File: config.mk
export PLATFORM = sky130hd
export DESIGN_NAME = amplifier_autorange_control
export DESIGN_NICKNAME = d
export VERILOG_FILES = /design/src/amp_autorange_pkg.sv /design/src/amplifier_autorange_control.sv /design/src/settle_averager.sv /design/src/range_stepper.sv
export VERILOG_INCLUDE_DIRS = /design/src
export SDC_FILE = /design/constraint.sdc
export NUM_CORES = 1
export LEC_CHECK = 0
export ABC_AREA = 1
export ABC_CLOCK_PERIOD_IN_PS = 24200
export BUFFER_PORTS_ARGS = -buffer_cell sky130_fd_sc_hd__buf_2
export CAP_MARGIN = 20
export CORE_MARGIN = 2
export CORE_UTILIZATION = 60
export DETAILED_ROUTE_END_ITERATION = 16
export MAX_ROUTING_LAYER = met4
export PLACE_DENSITY = 0.87
export RECOVER_POWER = 100
export SYNTH_ARGS = -nofsm -noshare
export SYNTH_HDL_FRONTEND = slang
export SYNTH_SLANG_ARGS = --single-unit
File: constraint.sdc
create_clock -name clock -period 24.2 [get_ports clock]
set_clock_uncertainty 0.05 [all_clocks]
set_input_delay 2.42 -clock clock [delete_from_list [all_inputs] [get_ports clock]]
set_output_delay 2.42 -clock clock [all_outputs]
set_load 0.005 [all_outputs]
File: src/amplifier_consts.svh
`ifndef AMPLIFIER_CONSTS_SVH
`define AMPLIFIER_CONSTS_SVH

// Register byte offsets
`define OFS_CTRL 5'h00
`define OFS_LIMITS 5'h04
`define OFS_SETTLE 5'h08
`define OFS_STATUS 5'h0c
`define OFS_SUM 5'h10

// Field positions
`define CTRL_AUTO_BIT 0
`define CTRL_MODE_LSB 1
`define CTRL_MODE_MSB 2
`define CTRL_MAN_LSB 4
`define CTRL_MAN_MSB 7
`define LIM_LO_LSB 0
`define LIM_LO_MSB 6
`define LIM_UP_LSB 8
`define LIM_UP_MSB 14
`define SETTLE_LSB 0
`define SETTLE_MSB 5
`define STAT_RANGE_LSB 0
`define STAT_RANGE_MSB 3
`define STAT_REJECT_BIT 8
`define STAT_AUTO_BIT 12

// Reset values and limits
`define RST_LOWER 7'h0f
`define RST_UPPER 7'h55
`define RST_SETTLE 6'h04
`define SETTLE_MIN 6'h02
`define SETTLE_MAX 6'h20
`define PCT_FULL 7'h64
`define FULL_SCALE 16'hffff
`define RANGE_LOW 4'h1
`define RANGE_HIGH 4'h8
`define RST_RANGE 4'h1

`endif

File: src/amp_autorange_pkg.sv
package amp_autorange_pkg;

  typedef enum logic [1:0] {STEP_ALL, STEP_ODD, STEP_EVEN} step_mode_e;

  // One relative-signal sample from the amplifier's converter
  typedef struct packed {
    logic valid;
    logic [15:0] value;
  } sample_s;

  // Range selection driven to the current_input_amplifier
  typedef struct packed {
    logic [3:0] number;
    logic changed;
  } range_ctl_s;

  typedef struct packed {
    logic [20:0] acc;
    logic [5:0] cnt;
    logic done;
    logic [20:0] sum;
  } avg_state_s;

  typedef struct packed {
    logic auto_en;
    step_mode_e mode;
    logic [6:0] lower;
    logic [6:0] upper;
    logic [5:0] settle;
    logic [3:0] range;
    logic changed;
    logic restart;
    logic reject;
    logic [20:0] last_sum;
    logic ack;
    logic [31:0] rdata;
  } ctl_state_s;

endpackage

File: src/amplifier_autorange_control.sv
`include "amplifier_consts.svh"

module amplifier_autorange_control (
  // Clock and reset
  input wire logic clock,
  input wire logic rst_n,
  // Avalon-MM slave
  input wire logic [4:0] avs_address,
  input wire logic avs_read,
  input wire logic avs_write,
  input wire logic [31:0] avs_writedata,
  output logic [31:0] avs_readdata,
  output logic avs_waitrequest,
  // Amplifier side
  input wire amp_autorange_pkg::sample_s sample_in,
  output amp_autorange_pkg::range_ctl_s amp_range
);
  import amp_autorange_pkg::*;

  ctl_state_s s_q;
  ctl_state_s s_d;

  logic avg_done;
  logic [20:0] avg_sum;
  logic [31:0] sum_pct;
  logic [31:0] lo_thr;
  logic [31:0] up_thr;
  logic below;
  logic above;
  logic [3:0] step_next;
  logic req;
  logic accept;
  logic wr_ctrl;
  logic wr_limits;
  logic wr_settle;
  logic wr_status;
  logic [6:0] w_lower;
  logic [6:0] w_upper;
  logic [5:0] w_settle;
  logic [3:0] w_manual;

  settle_averager u_avg (
    .clock(clock),
    .rst_n(rst_n),
    .clear(s_q.restart),
    .settle_count(s_q.settle),
    .sample_in(sample_in),
    .done(avg_done),
    .sum(avg_sum)
  );

  range_stepper u_step (
    .current(s_q.range),
    .mode(s_q.mode),
    .step_up(above),
    .step_down(below),
    .next(step_next)
  );

  // Percent compare scaled by count and full scale, so no divide is needed
  assign sum_pct = 32'(avg_sum) * 32'(`PCT_FULL);
  assign lo_thr = 32'(s_q.lower) * 32'(`FULL_SCALE) * 32'(s_q.settle);
  assign up_thr = 32'(s_q.upper) * 32'(`FULL_SCALE) * 32'(s_q.settle);
  assign below = sum_pct < lo_thr;
  assign above = sum_pct > up_thr;

  // Every access takes two cycles: waitrequest high, then low with data
  assign req = avs_read || avs_write;
  assign accept = req && s_q.ack;
  assign wr_ctrl = accept && avs_write && avs_address == `OFS_CTRL;
  assign wr_limits = accept && avs_write && avs_address == `OFS_LIMITS;
  assign wr_settle = accept && avs_write && avs_address == `OFS_SETTLE;
  assign wr_status = accept && avs_write && avs_address == `OFS_STATUS;
  assign w_lower = avs_writedata[`LIM_LO_MSB:`LIM_LO_LSB];
  assign w_upper = avs_writedata[`LIM_UP_MSB:`LIM_UP_LSB];
  assign w_settle = avs_writedata[`SETTLE_MSB:`SETTLE_LSB];
  assign w_manual = avs_writedata[`CTRL_MAN_MSB:`CTRL_MAN_LSB];

  always_comb begin
    s_d = s_q;
    s_d.changed = 1'b0;
    s_d.restart = 1'b0;
    s_d.ack = req && !s_q.ack;

    if (avg_done) begin
      s_d.last_sum = avg_sum;
    end
    // Decisions only come from a full settle block while auto is on
    if (avg_done && s_q.auto_en) begin
      if (step_next != s_q.range) begin
        s_d.range = step_next;
        s_d.changed = 1'b1;
        s_d.restart = 1'b1;
      end
    end

    // A manual range write that differs from the current range wins over a decision in the same cycle
    if (wr_ctrl) begin
      s_d.auto_en = avs_writedata[`CTRL_AUTO_BIT];
      s_d.mode = step_mode_e'(avs_writedata[`CTRL_MODE_MSB:`CTRL_MODE_LSB]);
      s_d.restart = 1'b1;
      if (!avs_writedata[`CTRL_AUTO_BIT] && w_manual >= `RANGE_LOW &&
          w_manual <= `RANGE_HIGH && w_manual != s_q.range) begin
        s_d.range = w_manual;
        s_d.changed = 1'b1;
      end
    end
    if (wr_status && avs_writedata[`STAT_REJECT_BIT]) begin
      s_d.reject = 1'b0;
    end
    // Flag sets are placed after the clear so a set always wins
    if (wr_limits) begin
      if (w_upper > w_lower && w_upper <= `PCT_FULL) begin
        s_d.lower = w_lower;
        s_d.upper = w_upper;
      end else begin
        s_d.reject = 1'b1;
      end
    end
    if (wr_settle) begin
      if (w_settle >= `SETTLE_MIN && w_settle <= `SETTLE_MAX) begin
        s_d.settle = w_settle;
        s_d.restart = 1'b1;
      end else begin
        s_d.reject = 1'b1;
      end
    end

    // Read data is captured in the waitrequest cycle and held while ack
    if (req && !s_q.ack) begin
      s_d.rdata = '0;
      if (avs_read) begin
        unique case (avs_address)
          `OFS_CTRL: begin
            s_d.rdata[`CTRL_AUTO_BIT] = s_q.auto_en;
            s_d.rdata[`CTRL_MODE_MSB:`CTRL_MODE_LSB] = s_q.mode;
            s_d.rdata[`CTRL_MAN_MSB:`CTRL_MAN_LSB] = s_q.range;
          end
          `OFS_LIMITS: begin
            s_d.rdata[`LIM_LO_MSB:`LIM_LO_LSB] = s_q.lower;
            s_d.rdata[`LIM_UP_MSB:`LIM_UP_LSB] = s_q.upper;
          end
          `OFS_SETTLE: begin
            s_d.rdata[`SETTLE_MSB:`SETTLE_LSB] = s_q.settle;
          end
          `OFS_STATUS: begin
            s_d.rdata[`STAT_RANGE_MSB:`STAT_RANGE_LSB] = s_q.range;
            s_d.rdata[`STAT_REJECT_BIT] = s_q.reject;
            s_d.rdata[`STAT_AUTO_BIT] = s_q.auto_en;
          end
          `OFS_SUM: begin
            s_d.rdata = 32'(s_q.last_sum);
          end
          default: begin
            s_d.rdata = '0;
          end
        endcase
      end
    end
  end

  always_ff @(posedge clock) begin
    if (!rst_n) begin
      s_q <= '0;
      s_q.mode <= STEP_ALL;
      s_q.lower <= `RST_LOWER;
      s_q.upper <= `RST_UPPER;
      s_q.settle <= `RST_SETTLE;
      s_q.range <= `RST_RANGE;
    end else begin
      s_q <= s_d;
    end
  end

  assign avs_waitrequest = req && !s_q.ack;
  assign avs_readdata = s_q.rdata;
  assign amp_range.number = s_q.range;
  assign amp_range.changed = s_q.changed;

  property p_manual_hold;
    @(posedge clock) disable iff (!rst_n)
    !s_q.auto_en && !wr_ctrl |=> $stable(s_q.range);
  endproperty
  a_manual_hold: assert property (p_manual_hold)
    else $error("range moved while auto ranging was off");

  property p_step_down_all;
    @(posedge clock) disable iff (!rst_n)
    avg_done && s_q.auto_en && below && s_q.mode == STEP_ALL &&
      s_q.range > `RANGE_LOW && !wr_ctrl
      |=> s_q.range == 4'($past(s_q.range) - 4'h1) && s_q.changed;
  endproperty
  a_step_down_all: assert property (p_step_down_all)
    else $error("low average did not step one range down");

  property p_step_up_all;
    @(posedge clock) disable iff (!rst_n)
    avg_done && s_q.auto_en && above && s_q.mode == STEP_ALL &&
      s_q.range < `RANGE_HIGH && !wr_ctrl
      |=> s_q.range == 4'($past(s_q.range) + 4'h1) && s_q.changed;
  endproperty
  a_step_up_all: assert property (p_step_up_all)
    else $error("high average did not step one range up");

  property p_inside_limits;
    @(posedge clock) disable iff (!rst_n)
    avg_done && s_q.auto_en && !wr_ctrl &&
      32'(avg_sum) * 32'h0000_0064 >= lo_thr &&
      32'(avg_sum) * 32'h0000_0064 <= up_thr
      |=> $stable(s_q.range);
  endproperty
  a_inside_limits: assert property (p_inside_limits)
    else $error("range changed with average inside the limits");

  property p_odd_skip;
    @(posedge clock) disable iff (!rst_n)
    avg_done && s_q.auto_en && below && s_q.mode == STEP_ODD &&
      s_q.range == 4'h5 && !wr_ctrl |=> s_q.range == 4'h3;
  endproperty
  a_odd_skip: assert property (p_odd_skip)
    else $error("odd mode did not skip the even range");

  property p_limits_refused;
    @(posedge clock) disable iff (!rst_n)
    wr_limits && w_lower >= w_upper
      |=> s_q.reject && $stable(s_q.lower) && $stable(s_q.upper);
  endproperty
  a_limits_refused: assert property (p_limits_refused)
    else $error("inverted limits were accepted or not flagged");

  property p_settle_bounds;
    @(posedge clock) disable iff (!rst_n)
    s_q.settle >= 6'h02 && s_q.settle <= 6'h20;
  endproperty
  a_settle_bounds: assert property (p_settle_bounds)
    else $error("settle count outside 2 to 32");

  property p_range_clamp;
    @(posedge clock) disable iff (!rst_n)
    avg_done && s_q.auto_en && above && s_q.range == 4'h8 && !wr_ctrl
      |=> s_q.range == 4'h8 && !s_q.changed;
  endproperty
  a_range_clamp: assert property (p_range_clamp)
    else $error("range wrapped past the highest range");

  property p_fresh_average;
    @(posedge clock) disable iff (!rst_n)
    s_q.changed |-> s_q.restart ##1 !avg_done ##1 !avg_done;
  endproperty
  a_fresh_average: assert property (p_fresh_average)
    else $error("decision made without a fresh settle block");

endmodule

File: src/settle_averager.sv
`include "amplifier_consts.svh"

module settle_averager (
  // Clock and reset
  input wire logic clock,
  input wire logic rst_n,
  // Control
  input wire logic clear,
  input wire logic [5:0] settle_count,
  // Samples in
  input wire amp_autorange_pkg::sample_s sample_in,
  // Block result
  output logic done,
  output logic [20:0] sum
);
  import amp_autorange_pkg::*;

  avg_state_s s_q;
  avg_state_s s_d;

  // A sum instead of a mean keeps a divider out; the caller scales instead
  always_comb begin
    s_d = s_q;
    s_d.done = 1'b0;
    if (clear) begin
      s_d.acc = '0;
      s_d.cnt = '0;
    end else if (sample_in.valid) begin
      if (6'(s_q.cnt + 6'h01) >= settle_count) begin
        s_d.sum = s_q.acc + 21'(sample_in.value);
        s_d.done = 1'b1;
        s_d.acc = '0;
        s_d.cnt = '0;
      end else begin
        s_d.acc = s_q.acc + 21'(sample_in.value);
        s_d.cnt = 6'(s_q.cnt + 6'h01);
      end
    end
  end

  always_ff @(posedge clock) begin
    if (!rst_n) begin
      s_q <= '0;
    end else begin
      s_q <= s_d;
    end
  end

  assign done = s_q.done;
  assign sum = s_q.sum;

  property p_block_complete;
    @(posedge clock) disable iff (!rst_n)
    s_q.done |-> $past(sample_in.valid) && !$past(clear) &&
      ($past(s_q.cnt) == 6'($past(settle_count) - 6'h01));
  endproperty
  a_block_complete: assert property (p_block_complete)
    else $error("average finished before the settle count was reached");

endmodule

File: src/range_stepper.sv
`include "amplifier_consts.svh"

module range_stepper (
  // Current selection
  input wire logic [3:0] current,
  input wire amp_autorange_pkg::step_mode_e mode,
  // Requests
  input wire logic step_up,
  input wire logic step_down,
  // Result
  output logic [3:0] next
);
  import amp_autorange_pkg::*;

  logic [3:0] lo;
  logic [3:0] hi;
  logic [3:0] step;
  logic [3:0] cand;
  logic match;

  always_comb begin
    unique case (mode)
      STEP_ODD: begin
        lo = `RANGE_LOW;
        hi = `RANGE_HIGH - 4'h1;
        match = current[0];
      end
      STEP_EVEN: begin
        lo = `RANGE_LOW + 4'h1;
        hi = `RANGE_HIGH;
        match = !current[0];
      end
      // Code 3 is unused and behaves as all ranges
      default: begin
        lo = `RANGE_LOW;
        hi = `RANGE_HIGH;
        match = 1'b0;
      end
    endcase
    // Off-parity start lands on the nearest range of the right parity
    step = match ? 4'h2 : 4'h1;
    cand = current;
    next = current;
    if (step_up) begin
      if (current < hi) begin
        cand = 4'(current + step);
        next = (cand > hi) ? hi : cand;
      end
    end else if (step_down) begin
      if (current > lo) begin
        cand = 4'(current - step);
        next = (cand < lo || cand > current) ? lo : cand;
      end
    end
  end

endmodule

Word level (Yosys, flattened, before mapping). Cells that the tools add are included.

$add $sub $neg: 4. Multipliers: 5. Magnitude comparators: 14. Eq/ne operators: 8. Muxes and demuxes: 33. Bitwise logic cells: 3. Reduce and logical (&&, ||, !) cells: 25.

Operators by type and width (count): $mul A23 B6 Y29 (2); $mul A7 B16 Y23 const B (2); $gt A28 B29 Y1 (1); $lt A28 B29 Y1 (1); $mux W4 (7); $mux W27 (1); $mul A21 B5 Y26 const B (1); $mux W6 (4); $mux W22 (1); $add A21 B16 Y21 (1); $mux W21 (1); $pmux W3 S5 (1); $logic_and A1 B1 Y1 (14); $eq A5 B4 Y1 const B (2); $pmux W1 S3 (3); $gt A4 B4 Y1 (2); $ne A4 B4 Y1 (2); $pmux W2 S4 (1); $gt A7 B7 Y1 (1); $le A7 B7 Y1 const B (1); $add A6 B1 Y6 const B (1); $ge A6 B2 Y1 const B (1); $ge A6 B6 Y1 (1); $le A6 B6 Y1 const B (1); other kinds (26) (39).

Register bits: 133. Input port bits: 58. Logic and storage cells: 108.

Logic depth before layout (Yosys ltp).
Word-level depth: 17. Mapped depth: 54.

Cells and area by module. Synthesis repeated with hierarchy kept, for this count alone.

Cells, all modules: 3316. Area total of the unflattened synthesis: 23460.0 um2.

By module, submodules not included: amplifier_autorange_control (instances 1, cells each 2631, area an instance 19082.1 um2); settle_averager (instances 1, cells each 550, area an instance 3534.6 um2); range_stepper (instances 1, cells each 135, area an instance 843.3 um2).

Worst setup path after synthesis. OpenSTA, ideal clock, no wires.

Path type: register to register. From: register s_q[78] in the netlist's numbering. To: register s_q[55] in the netlist's numbering. Library setup time: 0.132 ns. Data arrival time: 8.749 ns. Data required time: 24.018 ns. Path slack: 15.269 ns. Cell stages (with the launch flop): 49. Clock period less this slack: 8.931 ns. Cells stage by stage: dfxtp_1 -> fa_1 -> inv_1 -> fa_1 -> inv_1 -> fa_1 -> inv_1 -> fa_1 -> inv_1 -> ha_1 -> a21oi_1 -> o21a_1 -> o21ai_1 -> nor2_1 -> inv_1 -> nand2_1 -> o21ai_1 -> clkbuf_1 -> [13 not listed] -> a21oi_1 -> nor2_1 -> nor2_1 -> xor2_1 -> ha_1 -> nand4_1 -> a21oi_1 -> nand2_1 -> nand2_2 -> nor2_1 -> nor2_1 -> nand2_1 -> nand3_1 -> nand2_1 -> nor2_1 -> nand2_1 -> nand2_1 -> a21oi_1.

Word-level cells in the longest chain between the ends: 11.

Ends and longest elaborated chain: start: declaration (RTL line amplifier_autorange_control.sv:20) `ctl_state_s s_q;`; $mul A7 B16 Y23 * (RTL line amplifier_autorange_control.sv:62) `` assign lo_thr = 32'(s_q.lower) * 32'(`FULL_SCALE) * 32'(s_q.settle); ``; $mul A23 B6 Y29 * (RTL line amplifier_autorange_control.sv:62); $lt A28 B29 Y1 * (RTL line amplifier_autorange_control.sv:64) `assign below = sum_pct < lo_thr;`; $mux W4 * (RTL line range_stepper.sv:49) `end else if (step_down) begin`; $mux W4 * (RTL line range_stepper.sv:44) `if (step_up) begin`; $ne A4 B4 Y1 * (RTL line amplifier_autorange_control.sv:90) `if (step_next != s_q.range) begin`; $mux W6 * (RTL line amplifier_autorange_control.sv:90); $mux W6 * (RTL line amplifier_autorange_control.sv:89) `if (avg_done && s_q.auto_en) begin`; $mux W6 * (RTL line amplifier_autorange_control.sv:98) `if (wr_ctrl) begin`; $mux W1 (RTL line amplifier_autorange_control.sv:121) `` if (w_settle >= `SETTLE_MIN && w_settle <= `SETTLE_MAX) begin ``; $mux W2 * (RTL line amplifier_autorange_control.sv:120) `if (wr_settle) begin`.

Every way passes the cells marked *; elsewhere a longest branch is shown, timed or not. A chain may end at the register's enable or synchronous reset.

Worst setup path in the final report.
From: register s_q[76] in the netlist's numbering. To: register s_q, in the netlist amp_range[0].

Word-level cells in the longest chain between the ends: 10.

Ends and longest elaborated chain: $mul A7 B16 Y23 * (RTL line amplifier_autorange_control.sv:62); $mul A23 B6 Y29 * (RTL line amplifier_autorange_control.sv:62); $lt A28 B29 Y1 * (RTL line amplifier_autorange_control.sv:64); $mux W4 * (RTL line range_stepper.sv:49); $mux W4 * (RTL line range_stepper.sv:44); $ne A4 B4 Y1 * (RTL line amplifier_autorange_control.sv:90); $mux W6 * (RTL line amplifier_autorange_control.sv:90); $mux W6 * (RTL line amplifier_autorange_control.sv:89); $mux W5 (RTL line amplifier_autorange_control.sv:102) `` if (!avs_writedata[`CTRL_AUTO_BIT] && w_manual >= `RANGE_LOW && ``; $mux W6 * (RTL line amplifier_autorange_control.sv:98).

Marked as above.

==> impl_results.md <==
- Cts bufs inserted: 17
- Maximum clock frequency: 91.2 MHz
- Row count: 68
- DR pass1 iterations: 8
- ANT cells: 0
- Vias post-DR: 18.9k
- Req. time, crit path: 24.39 ns
- Setup repair bufs after CTS: 0
- Most common cell after layout, fill and taps aside: inv_1
- Initial Util: 61.1%
- Crit path largest cell delay: 0.74 ns
- Worst-Margin Slew: 2.45 ns
- Crit end category: flop
- Die width: 192 microns
- Wire per inst: 15.9 microns
- Final hold vios: 0
- Failing checks: max-capacitance violations, max-slew violations
- CTS Sinks: 122
- Post-synth ARST share: 0%
- Status: finished, violations left
- CP bufs+invs: 5
- Met2 Usage GRT: 48.7%
- Slew HR: -63.6%
- RR Startpoint: s_q[76]
- Layout cells sized above 1: 5.48%
- Sequential fraction of the synthesis area: 11.5%
- Area growth, synth to finish: 5.12%
- Synth warnings: 0
- Cts repair resizes: 0
- R2r endpoint: amp_range[0]
- Max Cap Viol: 3
- CP Max Fanout: 7
- First-pass GRT wire length: 86.9 mm
- Core Region: 34700 sq um
- Post-synth cell types: 61
- Average size of a mapped cell: 7.43 sq um
- Largest net degree at the start of global routing: 65
- Setup violators final: 0
- RSZ-0062 raised after global routing: false
- Hold path startpoint: u_avg.s_q[36]
- Depth of the CTS H-tree: 4
- Number of synthesized flops with an enable pin: 0
- Total gr overflow: 0
- Met1 Use GR: 37.5%
- PortBufs: 67
- DRC: 0
- Most frequent cells in the layout: inv_1 (560), nand2_1 (495), ha_1 (316)
- Grt met3 use: 3.51%
- Fin nets: 3472
- Clk buf depth: 2
- Dpl hpwl: 42.6 mm
- Tcrit/Tclk final: 45.3%
- Post-route ant nets: 0
- Synth Instances: 2857
- Number of synthesized register bits: 122
- Crit path kind: reg2reg
- Most common cell on crit path: nand2_1
- Gr busiest metal: met2
- Worst hold path depth: 2
- Kind of cell adding the most delay to the critical path: adder cells
- Maximum vdd ir drop: 0.0533 mV
- CTS root buf: clkbuf_16
- CTS tree: done
- TNS Setup: 0 ns
- Critical path launch point type: flop
- Chip height: 192 microns
- Arrival time worst endpoint: 11.16 ns
- Primary FF master, synth: dfxtp_1
- Vias in the first global route: 18.4k
- Initial antenna violation count: 1
- Slowest cell on the critical path: o21ai_0
- CTS Hold Bufs: 0
- Synthesized area: 21200 sq um
- Total power: 0.754 mW
- Slew Limit Fails: 116
- Hold WS: 0.419 ns
- HP Class: reg2reg
- Initial DRC Count: 1607
- Worst R2R Setup Slack: 13.23 ns
- Placer Congestion: 0.926
- Routed WL: 53.0 mm
- Worst-Skew Late Latency: 0.43 ns
- Ports: 96
- R2R cell count: 46
- Area of the die: 36900 sq um
- Number of vias per cell: 5.67
- Min-Delay Endpoint: u_avg.s_q[36]
- Minimum clock period: 10.97 ns
- CTS clk-pin slew, worst paths: 0.06 ns
- Leak: 12.0 nW
- Pwr Density: 33.8 nW/um^2
- Total routing usage reported by global routing: 30.2%
==> cells by family after synthesis <==
kind of cell	count (synthesis)	share of synthesized area, %
AO/OA/AOI/OAI	471	12.8
XOR/XNOR	120	5.02
adder cells (fa/ha/maj)	545	40.2
buffers and inverters	674	12.6
flip-flops	122	11.5
other	1	0.0177
AND/OR/NAND/NOR	924	17.8
==> worst max-delay path by stage <==
stage,depth (start not counted),from,to
after floorplan,48,s_q[78],s_q[55]
after global placement,46,s_q[75],amp_range[0]
after detailed placement,46,s_q[75],amp_range[0]
after CTS,48,s_q[75],amp_range[0]
after global routing,45,s_q[79],amp_range[0]
final,46,s_q[76],amp_range[0]
==> layout make-up <==
| type | instances | area (sq um) |
|---|---|---|
| sequential | 122 | 2440 |
| inverter | 570 | 2140 |
| multi-input combinational | 2071 | 16100 |
| tap | 455 | 569 |
| clock inverter | 15 | 155 |
| timing repair buffer | 87 | 459 |
| clock buffer | 17 | 425 |
| fill | 2866 | 12400 |
==> registers in the layout, indices dropped and copies added (netlist names) <==
signal,count
u_avg.s_q,27
u_avg.sum,21
s_q,47
avs_readdata,21
u_avg.done,1
amp_range,5
==> per-stage QoR <==
| stage | cell area [sq um] | util [%] | setup slack (ns) | cells |
|---|---|---|---|---|
| 4_1_cts | 22300 | 64.4 | 14.04 | 3336 |
| 3_5_place_dp | 21800 | 62.7 | 14.09 | 3304 |
| 5_1_grt | 22300 | 64.3 | 12.44 | 3337 |
| 2_1_floorplan | 21300 | - | 15.27 | 2867 |
| 3_3_place_gp | 21700 | 62.6 | 14.11 | 3301 |
| 6_report | 22300 | 64.3 | 13.23 | 3337 |
==> power by group <==
part	internal [mW]	leakage [nW]	switching, mW
clock	0.145	0.280	0.109
sequential	0.208	0.987	0.00615
combinational	0.101	10.7	0.186
total	0.453	12.0	0.301
==> tightest hold or removal path: cells and delay by family, from the launching register on <==
kind               cells  cell delay [ns]
AOI/OAI and AO/OA      1             0.05
and+or+nand+nor        1             0.06
DFF                    1             0.31
==> metal layers <==
layer / wire length [microns] / vias up
met2: 24600 / 796
met4: 2870 / 0
met3: 3660 / 174
met1: 21800 / 8961
li1: - / 8981
met5: 0 / -
==> Yosys cell counts, types with 16 or more instances <==
master / count / share of area (%)
inv_1: 560 / 9.9
nand3_1: 75 / 1.8
xor2_1: 73 / 3.0
nand2_1: 495 / 8.8
clkbuf_1: 58 / 1.0
a21oi_1: 232 / 5.5
buf_4: 38 / 1.3
o21ai_0: 106 / 2.5
ha_1: 316 / 19
dfxtp_1: 122 / 12
fa_1: 229 / 22
xnor2_1: 45 / 1.9
nor2_1: 278 / 4.9
o211ai_1: 16 / 0.57
No activity file was read; power rests on OpenSTA's default activity.
